===== config.mk =====
export PLATFORM = sky130hd
export DESIGN_NAME = scr_switch_config_registers
export DESIGN_NICKNAME = d
export VERILOG_FILES = /design/src/rtl/scr_pkg.sv /design/src/rtl/scr_switch_config_registers.sv
export VERILOG_INCLUDE_DIRS = /design/src /design/src/rtl
export SDC_FILE = /design/constraint.sdc
export NUM_CORES = 1
export LEC_CHECK = 0
export BUFFER_PORTS_ARGS = -buffer_cell sky130_fd_sc_hd__buf_2
export CAP_MARGIN = 20
export CORE_AREA = 2 2 98 124
export DETAILED_ROUTE_END_ITERATION = 12
export DIE_AREA = 0 0 100 126
export GPL_ROUTABILITY_DRIVEN = 0
export PLACE_DENSITY_LB_ADDON = 0.05
export SLEW_MARGIN = 30
export SYNTH_ARGS = -nofsm -noshare
export SYNTH_HDL_FRONTEND = slang
export SYNTH_SLANG_ARGS = --single-unit

===== constraint.sdc =====
create_clock -name clk_i -period 2.4 [get_ports clk_i]
set_input_delay 0.12 -clock clk_i [delete_from_list [all_inputs] [get_ports clk_i]]
set_output_delay 0.12 -clock clk_i [all_outputs]
set_load 0.02 [all_outputs]

===== src/rtl/scr_defs.svh =====
/*
 * Register offsets, field positions, reset values and timing counts
 * of the switch configuration register bank.
 * Assumes a 100 MHz system clock and byte-addressed Wishbone words.
 */
`ifndef SCR_DEFS_SVH
`define SCR_DEFS_SVH

`define SCR_OFF_AUX_MODES     6'h00
`define SCR_OFF_RX_SET        6'h04
`define SCR_OFF_PULSE_1       6'h08
`define SCR_OFF_PULSE_2       6'h0c
`define SCR_OFF_EQ_1          6'h10
`define SCR_OFF_EQ_2          6'h14
`define SCR_OFF_TX_SET        6'h18
`define SCR_OFF_STATUS        6'h1c

`define SCR_AUX_CH_LSB        0
`define SCR_AUX_SM_LSB        4
`define SCR_INPUT_TERM_ENABLE_BIT         0
`define SCR_TX_PE_LSB         2

`define SCR_RST_AUX_SM        2'h0
`define SCR_RST_AUX_CH        4'h0
`define SCR_RST_INPUT_TERM_ENABLE         1'h1
`define SCR_RST_PULSE         16'h0000
`define SCR_RST_EQ            16'h0000
`define SCR_RST_TX_PE         2'h0

`define SCR_CLK_HZ            100000000
`define SCR_PULSE_MS          100
`define SCR_PULSE_CYCLES      ((`SCR_CLK_HZ / 1000) * `SCR_PULSE_MS)

`endif


===== src/rtl/scr_pkg.sv =====
/*
 * Types of the switch configuration register bank.
 * Sets its own enum codes; scr_defs.svh supplies the register numbers.
 */
package scr_pkg;

    typedef enum logic [1:0] {
        SCR_AUX_QUAD    = 2'b00,
        SCR_AUX_DUAL    = 2'b01,
        SCR_AUX_SINGLE  = 2'b10,
        SCR_AUX_ILLEGAL = 2'b11
    } scr_aux_mode_t;

    typedef enum logic [0:0] {
        SCR_TERM_IDLE  = 1'b0,
        SCR_TERM_PULSE = 1'b1
    } scr_term_state_t;

endpackage : scr_pkg


===== src/rtl/scr_switch_config_registers.sv =====
/*
 * Configuration register bank of a four-source video link switch:
 * auxiliary source mapping, receiver termination and equalization,
 * transmitter pre-emphasis, reached as a classic Wishbone slave.
 * Assumes one clock, a synchronous reset and a master that holds each
 * request until ack.
 */
// The Wishbone slave port and the register addresses are this design's own decisions.
// Contract
// - Dual aux maps codes 011..111 to pairs
// - Single aux: 0111 B3, 1000..1011 C0..C3
// - Single aux: 1100..1111 give D0..D3
// - Termination enable 0 disconnects, 1 connects
// - Pulse bit 0 keeps termination on switch
// - Pulse bit 1 disconnects 100 ms on switch
// - Pulse bits map B, A, C reversed, D reversed
// - Equalization bit 0 is 6 dB, 1 is 12 dB
// - Equalization vector uses pulse vector order
// - Two-bit pre-emphasis for all outputs
// - Aux mode code 11 keeps previous mode
`timescale 1ns/10ps
`include "scr_defs.svh"

module scr_switch_config_registers
    import scr_pkg::*;
#(
    parameter int unsigned PULSE_CYCLES = `SCR_PULSE_CYCLES
) (
    // Clock and reset
    input  wire logic        clk_i,
    input  wire logic        rst_i,
    // Wishbone slave
    input  wire logic        cyc_i,
    input  wire logic        stb_i,
    input  wire logic        we_i,
    input  wire logic [5:0]  adr_i,
    input  wire logic [3:0]  sel_i,
    input  wire logic [31:0] dat_i,
    output logic      [31:0] dat_o,
    output logic             ack_o,
    // Auxiliary routing: index of the source on each common line
    output logic      [4:0]  aux_common_lines_o [4],
    output logic             aux_common_valid_o [4],
    // Receiver and transmitter settings; termination in channel index order, equalization in vector order
    output logic      [15:0] input_term_connect_o,
    output logic      [15:0] equalization_level_select_o,
    output logic      [1:0]  output_emphasis_level_o
);

    localparam int unsigned CW = $clog2(PULSE_CYCLES + 1);

    // Elaboration-time refusal of a timer that cannot count
    if (PULSE_CYCLES < 1) begin : g_bad_pulse
        $error("PULSE_CYCLES must be at least one");
    end

    typedef struct packed {
        logic [31:0]     dat;
        logic            ack;
        scr_aux_mode_t   aux_mode;
        logic [3:0]      aux_ch;
        logic            term_en;
        logic [15:0]     pulse_sel;
        logic [15:0]     eq_sel;
        logic [1:0]      emph;
        scr_term_state_t tstate;
        logic [CW-1:0]   cnt;
        logic [15:0]     term;
        logic [19:0]     com;
        logic [3:0]      com_vld;
    } scr_state_t;

    scr_state_t st_r;
    scr_state_t st_nxt;

    // Channel index order of routing and termination: 0..3 A0..A3, 4..7 B, 8..11 C, 12..15 D
    function automatic logic [4:0] scr_src(input logic [1:0] grp, input logic [1:0] ch);
        scr_src = {1'b0, grp, ch};
    endfunction : scr_src

    logic        wr_hit;
    logic        rd_hit;
    logic        src_change;
    logic [1:0]  wr_mode;
    logic [3:0]  wr_ch;
    logic [7:0]  b0;

    always_comb begin
        st_nxt     = st_r;
        wr_hit     = cyc_i && stb_i && we_i && !st_r.ack;
        rd_hit     = cyc_i && stb_i && !we_i && !st_r.ack;
        src_change = 1'b0;
        b0         = dat_i[7:0];
        wr_mode    = b0[`SCR_AUX_SM_LSB +: 2];
        wr_ch      = b0[`SCR_AUX_CH_LSB +: 4];
        st_nxt.ack = cyc_i && stb_i && !st_r.ack;
        st_nxt.dat = 32'h0000_0000;

        if (wr_hit && sel_i[0]) begin
            case (adr_i)
                `SCR_OFF_AUX_MODES: begin
                    if (wr_mode != SCR_AUX_ILLEGAL) begin
                        st_nxt.aux_mode = scr_aux_mode_t'(wr_mode);
                    end
                    st_nxt.aux_ch = wr_ch;
                    src_change    = (wr_ch != st_r.aux_ch) ||
                                    ((wr_mode != SCR_AUX_ILLEGAL) &&
                                     (wr_mode != st_r.aux_mode));
                end
                `SCR_OFF_RX_SET:  st_nxt.term_en = b0[`SCR_INPUT_TERM_ENABLE_BIT];
                `SCR_OFF_PULSE_1: st_nxt.pulse_sel[7:0] = b0;
                `SCR_OFF_PULSE_2: st_nxt.pulse_sel[15:8] = b0;
                `SCR_OFF_EQ_1:    st_nxt.eq_sel[7:0] = b0;
                `SCR_OFF_EQ_2:    st_nxt.eq_sel[15:8] = b0;
                `SCR_OFF_TX_SET:  st_nxt.emph = b0[`SCR_TX_PE_LSB +: 2];
                default: begin
                end
            endcase
        end

        if (rd_hit) begin
            case (adr_i)
                `SCR_OFF_AUX_MODES: st_nxt.dat = {26'h0, st_r.aux_mode, st_r.aux_ch};
                `SCR_OFF_RX_SET:    st_nxt.dat = {31'h0, st_r.term_en};
                `SCR_OFF_PULSE_1:   st_nxt.dat = {24'h0, st_r.pulse_sel[7:0]};
                `SCR_OFF_PULSE_2:   st_nxt.dat = {24'h0, st_r.pulse_sel[15:8]};
                `SCR_OFF_EQ_1:      st_nxt.dat = {24'h0, st_r.eq_sel[7:0]};
                `SCR_OFF_EQ_2:      st_nxt.dat = {24'h0, st_r.eq_sel[15:8]};
                `SCR_OFF_TX_SET:    st_nxt.dat = {28'h0, st_r.emph, 2'h0};
                `SCR_OFF_STATUS:    st_nxt.dat = {8'h0, st_r.term, 7'h0, st_r.tstate};
                default:            st_nxt.dat = 32'h0000_0000;
            endcase
        end

        // Disconnect timer; a new switch restarts the full interval
        case (st_r.tstate)
            SCR_TERM_IDLE: begin
                if (src_change) begin
                    st_nxt.tstate = SCR_TERM_PULSE;
                    st_nxt.cnt    = CW'(PULSE_CYCLES - 1);
                end
            end
            SCR_TERM_PULSE: begin
                if (src_change) begin
                    st_nxt.cnt = CW'(PULSE_CYCLES - 1);
                end else if (st_r.cnt == '0) begin
                    st_nxt.tstate = SCR_TERM_IDLE;
                end else begin
                    st_nxt.cnt = st_r.cnt - CW'(1);
                end
            end
            default: st_nxt.tstate = SCR_TERM_IDLE;
        endcase

        // Vector bit k to channel index: B0..B3, A0..A3, C3..C0, D3..D0
        for (int k = 0; k < 16; k++) begin
            int idx;
            idx = (k < 4) ? k + 4 : (k < 8) ? k - 4 : (k < 12) ? 19 - k : 27 - k;
            st_nxt.term[idx] = st_nxt.term_en &&
                !(st_nxt.pulse_sel[k] && (st_nxt.tstate == SCR_TERM_PULSE));
        end

        // Common line routing per bundling mode
        st_nxt.com_vld = 4'hf;
        case (st_nxt.aux_mode)
            SCR_AUX_QUAD: begin
                for (int l = 0; l < 4; l++) begin
                    st_nxt.com[l*5 +: 5] = scr_src(st_nxt.aux_ch[1:0], 2'(l));
                end
            end
            SCR_AUX_DUAL: begin
                // Low pair takes A or B, high pair C or D, same channel index
                st_nxt.com[0 +: 5]  = scr_src({1'b0, st_nxt.aux_ch[2]}, st_nxt.aux_ch[1:0]);
                st_nxt.com[5 +: 5]  = scr_src({1'b0, st_nxt.aux_ch[2]}, st_nxt.aux_ch[1:0]);
                st_nxt.com[10 +: 5] = scr_src({1'b1, st_nxt.aux_ch[2]}, st_nxt.aux_ch[1:0]);
                st_nxt.com[15 +: 5] = scr_src({1'b1, st_nxt.aux_ch[2]}, st_nxt.aux_ch[1:0]);
            end
            default: begin
                // Single: every common line carries one channel
                for (int l = 0; l < 4; l++) begin
                    st_nxt.com[l*5 +: 5] = {1'b0, st_nxt.aux_ch};
                end
            end
        endcase

        if (rst_i) begin
            st_nxt          = '0;
            st_nxt.aux_mode = scr_aux_mode_t'(`SCR_RST_AUX_SM);
            st_nxt.aux_ch   = `SCR_RST_AUX_CH;
            st_nxt.term_en  = `SCR_RST_INPUT_TERM_ENABLE;
            st_nxt.pulse_sel = `SCR_RST_PULSE;
            st_nxt.eq_sel   = `SCR_RST_EQ;
            st_nxt.emph     = `SCR_RST_TX_PE;
            st_nxt.tstate   = SCR_TERM_IDLE;
            st_nxt.term     = 16'hffff;
            st_nxt.com      = {5'h3, 5'h2, 5'h1, 5'h0};
            st_nxt.com_vld  = 4'hf;
        end
    end

    always_ff @(posedge clk_i) begin
        st_r <= st_nxt;
    end

    assign dat_o                       = st_r.dat;
    assign ack_o                       = st_r.ack;
    assign input_term_connect_o        = st_r.term;
    assign equalization_level_select_o = st_r.eq_sel;
    assign output_emphasis_level_o     = st_r.emph;

    for (genvar g = 0; g < 4; g++) begin : g_com
        assign aux_common_lines_o[g] = st_r.com[g*5 +: 5];
        assign aux_common_valid_o[g] = st_r.com_vld[g];
    end

endmodule : scr_switch_config_registers


==> flow_summary.json, run 1 <==
{
  "status": "finished, final reports clean",
  "grt_pass1_vias": 4099,
  "cp-start-kind": "flop",
  "max-slew-margin-rel": 0.661,
  "viasPerCell": 5.33,
  "setup_viol": 0,
  "critPathArrivalTime_ps": 2710,
  "fin_nets": 690,
  "cp_data_required_time_ps": 2730,
  "vias": 4217,
  "slew_viol_final": 0,
  "synth_seq_cells": 114,
  "firstDrtPassIters": 4,
  "drcViolationCount": 0,
  "wirelength_um": 13100,
  "syn_avg_cell_area_sq_um": 8.93,
  "cts.sinks": 114,
  "final_cell_area_sq_um": 6200,
  "syn2layout_area_growth_pct": 14.7,
  "intPower_mw": 3.70,
  "layout_common_cells": "dfxtp_1 (113), buf_2 (94), a21oi_1 (39)",
  "skew_ps": 5.93,
  "grt_max_degree": 25,
  "path_class": "flop to flop",
  "die_y_um": 126,
  "synthCells": 606,
  "post_drt_wl_per_cell_um": 16.6,
  "antenna_found_initial": 0,
  "yosysWarnings": 0,
  "fin_crit_ps": 2380,
  "io_pins": 138,
  "detail-route-antenna-nets": 0,
  "grt_overflow": 0,
  "hpwl_um": 9470,
  "synth_top_area_cell": "dfxtp_1",
  "seqPwrFrac": 0.406,
  "cts_buffer_depth": 2,
  "grt_use_total": 0.211,
  "diodes": 0,
  "clk_pin_slew_ps": 50,
  "place_area_sq_um": 5540,
  "die_w_um": 100,
  "pwr-share-comb": 0.034,
  "p_per_area_nw_per_um2": 753,
  "die_area_sq_um": 12600,
  "route.met3.wl_um": 614,
  "clk_latency_ps": 410,
  "h-tree-depth": 4,
  "netSwitchingFraction": 0.207,
  "ir_drop_mv": 0.562,
  "hold_violations": 0,
  "setup-tns-final_ps": 0,
  "tightestPinTransition_ps": 509,
  "grt_pass1_wl_um": 20600,
  "fmax_ghz": 0.420,
  "final_common_cell": "dfxtp_1",
  "worstPathMaxFanout": 5,
  "r2r_slack_ps": 20,
  "wl_met2_um": 6920,
  "clkPwrFrac": 0.560,
  "cts_tree": "built",
  "cts_root_buf": "clkbuf_16",
  "synth_top_area_frac": 0.422,
  "core_area_sq_um": 11500,
  "power_switching_mw": 0.969,
  "synth_edf_count": 0,
  "start_util": 0.472,
  "ys_types": 50,
  "top_layer_used": "met4",
  "first_iter_violations": 129,
  "rsz0062_at_grt": "true",
  "fill_cells": 1080,
  "ys.flop_type": "dfxtp_1",
  "ys_seq_area_frac": 0.422,
  "yosys-top-cells-area": "dfxtp_1 (42%), buf_4 (12%), mux2i_1 (6.1%), a21oi_1 (3.7%), nand2b_1 (2.7%)",
  "async_flop_share": 0,
  "power.leakage_nw": 2.69,
  "drive_gt1_frac": 0.271,
  "timing.max_cap.violations": 0,
  "std_cell_rows": 44,
  "wirelength_met1_um": 5340,
  "syn_area_sq_um": 5410,
  "min_period_over_period": 0.992,
  "hold_class": "input port to flop",
  "port_buffers": 94,
  "cts_buffers": 17,
  "endpoint_kind": "flop"
}
[logic make-up after synthesis]
kind of cell	after synthesis	share of synthesized area
flops	114	0.422
simple gates	207	0.210
buf+inv	132	0.155
mux	38	0.0756
xor+xnor	9	0.0146
fa+ha+maj	2	0.00463
compound gates	102	0.116
other cells	2	0.00139
[worst max-delay path: stages, from the launching register on]
cell	delay (ps)
dfxtp_1	310
or4_4	530
or3_4	340
or4b_4	520
or4_1	430
a31oi_1	180
[synth_stat cells, types with 4 or more instances]
cell	n
nand4_1	5
nand2_1	33
xor2_1	8
a31oi_1	16
o31a_1	6
or3_1	11
nor2b_1	5
nand2b_1	23
nand3_1	24
o31ai_1	10
a21oi_1	40
nand3b_1	6
nor2_1	34
or4_1	13
and2_1	21
mux2i_1	33
o21ai_0	11
nor3_1	8
inv_1	8
dfxtp_1	114
a22oi_1	4
nor4_1	9
clkbuf_1	25
buf_2	5
buf_1	4
buf_4	90
[through the flow]
step           utilization  total power, mW  worst slack (ps)  instances  hold slack (ps)
6_report             0.542             4.67              20.2        791             13.4
2_1_floorplan            -             2.06              -163        620              259
3_3_place_gp         0.484             2.09             -21.2        758              424
3_5_place_dp         0.484             2.09             -74.9        758              427
5_1_grt              0.542             4.81             -40.4        791             26.2
4_1_cts              0.540             4.71             0.774        791             2.63
[state kept, by name, summed over array words and instances, names as in the netlist]
signal	cells
st_r	48
dat_o	24
aux_common_lines_o	7
equalization_level_select_o	16
ack_o	1
input_term_connect_o	16
output_emphasis_level_o	2
[final timing paths]
check | to | cells past startpoint | startpoint
worst max register to register | st_r[59] | 5 | st_r[51]
worst max-delay path | st_r[59] | 5 | st_r[51]
worst min-delay path | equalization_level_select_o[6] | 3 | dat_i[6]
worst min register to register | dat_o[16] | 1 | input_term_connect_o[8]
[power groups by stage]
stage                     clock network, mW  registers [mW]  logic (mW)
after floorplan                           0            1.94       0.119
after global placement                    0            1.94       0.153
after detailed placement                  0            1.94       0.155
after CTS                              2.65            1.90       0.157
after global routing                   2.75            1.90       0.169
final                                  2.61            1.90       0.157
[cell type report]
type	count	area, sq um	share of cell area
multi-input combinational	374	2370	0.383
sequential	114	2280	0.368
timing repair buffer	126	721	0.116
clock buffer	22	494	0.0797
tap	138	173	0.0278
clock inverter	9	128	0.0206
inverter	8	30.0	0.00484
[what timing repair did]
item / 4_1_cts / 5_1_grt
setup endpoints to repair: 3 / 13
hold buffers: 1 / 0
gates resized for setup: 1 / 6
pin swaps: 2 / 2
setup buffers: 1 / 0
hold endpoints to repair: 1 / 0
[metal layers]
metal	GRT usage	vias to the layer above
met5	0	-
met4	0.0749	0
met3	0.0583	13
met2	0.380	92
met1	0.236	2013
li1	-	2099
Note: power is estimated with default switching activity, not from simulation.
==> run 2, diff against run 1 <==
- CORE_AREA: 2 2 98 124 -> 2 2 97 122
- CTS_BUF_LIST: default -> sky130_fd_sc_hd__clkbuf_8
- DIE_AREA: 0 0 100 126 -> 0 0 99 124
==> run 2 against run 1 <==
Compared with the run above: sequential share of layout area rose by 1.3 points; combinational power barely moved; hold slack better by 41 ps; clock power is 28% lower; flip-flop and latch count is the same; first-iteration DRC count grew 26%; clock skew rose by 4.2 ps; sequential power is essentially flat; non-clock buffer count decreased by 1; global-route usage decreased by 0.24 points; die area fell by 2.6%.
==> flow_summary.json, run 2 (synthesis results as in run 1) <==
{
  "drive_gt1_frac": 0.263,
  "pwr-share-comb": 0.040,
  "hold_slack_ps": 54.0,
  "cp-start-kind": "flop",
  "worstPathMaxFanout": 8,
  "holdPathStages": 3,
  "core_area_sq_um": 11000,
  "power_switching_mw": 0.864,
  "firstDrtPassIters": 4,
  "netSwitchingFraction": 0.219,
  "first_iter_violations": 163,
  "post_cts_buffers": 0,
  "critPathArrivalTime_ps": 2710,
  "regMostFlops": "st_r",
  "largest_reg_flops": 48,
  "grt_overflow": 0,
  "die_area_sq_um": 12300,
  "detail-route-antenna-nets": 0,
  "port_buffers": 94,
  "p_per_area_nw_per_um2": 659,
  "clk_latency_ps": 420,
  "min_from": "dat_i[0]",
  "r2r_start": "st_r[51]",
  "setup_ws_ps": 36.0,
  "fin_nets": 689,
  "die_y_um": 124,
  "vias": 4221,
  "cts_buffer_depth": 2,
  "setup-tns-final_ps": 0,
  "intPower_mw": 3.08,
  "timing.max_cap.violations": 0,
  "h-tree-depth": 4,
  "post-route-util": 0.543,
  "status": "finished, final reports clean",
  "hpwl_um": 9340,
  "grt_pass1_vias": 3933,
  "grt_pass1_wl_um": 19800,
  "rr_worst_depth": 5,
  "diodes": 0,
  "std_cell_rows": 43,
  "drcViolationCount": 0,
  "r2r_slack_ps": 40,
  "min_period_over_period": 0.985,
  "layout_common_cells": "dfxtp_1 (113), buf_2 (94), a21oi_1 (40)",
  "viasPerCell": 5.36,
  "cts_tree": "built",
  "hold_violations": 0,
  "clk_pin_slew_ps": 70,
  "dp_slack_ps": -110,
  "final_common_cell": "dfxtp_1",
  "hold_end": "equalization_level_select_o[0]",
  "start_util": 0.490,
  "clkPwrFrac": 0.479,
  "cts.sinks": 114,
  "cts_root_buf": "clkbuf_8",
  "antenna_found_initial": 0,
  "path_class": "flop to flop",
  "fmax_ghz": 0.423,
  "skew_ps": 10.1,
  "slew_viol_final": 0,
  "fill_cells": 1072,
  "cts_buffers": 17,
  "syn2layout_area_growth_pct": 10.7,
  "post_drt_wl_per_cell_um": 16.2,
  "timing.rr.end": "st_r[59]",
  "seqPwrFrac": 0.480,
  "wirelength_um": 12700,
  "ir_drop_mv": 0.309,
  "hold_class": "input port to flop",
  "grt_max_degree": 37,
  "cp_data_required_time_ps": 2750,
  "endpoint_kind": "flop",
  "fin_crit_ps": 2360,
  "power.leakage_nw": 2.61,
  "grt_use_total": 0.209,
  "setup_viol": 0,
  "io_pins": 138,
  "die_w_um": 99,
  "rsz0062_at_grt": "true",
  "total_power_mw": 3.94
}
-- run 2: cell count changes in the layout (fill, tap and decap cells not counted), sizes merged --
cell         change
dlygate4sd3      +1
clkbuf           -4
bufinv           +1
buf              -2
clkinv           +2
inv              +3
clkinvlp         -1
-- run 2: metrics by stage --
step / cell area, sq um / cells
after floorplan: 5500 / 620
after global routing: 5990 / 788
after CTS: 5970 / 788
after global placement: 5530 / 754
after detailed placement: 5530 / 754
final: 5990 / 788
-- run 2: area by class of cell --
class                           count  area [sq um]  share of cell area
Tap cell                          135           169              0.0282
Clock buffer                       18           248              0.0414
Clock inverter                     14           171              0.0286
Multi-Input combinational cell    374          2370               0.396
Sequential cell                   114          2280               0.381
Timing Repair Buffer              125           712               0.119
Inverter                            8          30.0             0.00502
-- run 2: worst max path at each step --
stage | slack, ps | end | start | cells after the start
detailed placement | -110 | st_r[59] | st_r[51] | 5
global route | -40 | st_r[59] | st_r[51] | 5
finish | 40 | st_r[59] | st_r[51] | 5
floorplan | -160 | st_r[59] | st_r[49] | 7
CTS | 30 | st_r[59] | st_r[51] | 5
global placement | -50 | st_r[59] | st_r[51] | 5
-- run 2: repair_timing --
item | CTS | global route
endpoints found under the hold margin | 4 | 0
resized for setup | 1 | 4
pin swaps | 1 | 0
hold buffers | 2 | 0
setup endpoints to repair | 3 | 17
-- run 2: power groups by stage --
| stage | Clock, mW | Sequential [mW] | Combinational [mW] |
|---|---|---|---|
| 2_1_floorplan | 0 | 1.94 | 0.119 |
| 3_3_place_gp | 0 | 1.94 | 0.153 |
| 3_5_place_dp | 0 | 1.94 | 0.155 |
| 4_1_cts | 1.93 | 1.89 | 0.158 |
| 5_1_grt | 2.01 | 1.89 | 0.172 |
| 6_report | 1.89 | 1.89 | 0.159 |
-- run 2: layer usage --
metal | up-vias | GRT usage | wire length [um]
li1 | 2076 | - | -
met1 | 2006 | 0.236 | 5200
met2 | 110 | 0.361 | 6450
met3 | 29 | 0.0522 | 605
met4 | 0 | 0.113 | 493
met5 | - | 0 | 0
-- run 2: critical path: stages, from the launching register on --
cell     delay, ps
dfxtp_1        320
or4_4          530
or3_4          340
or4b_4         540
or4_1          410
a31oi_1        160
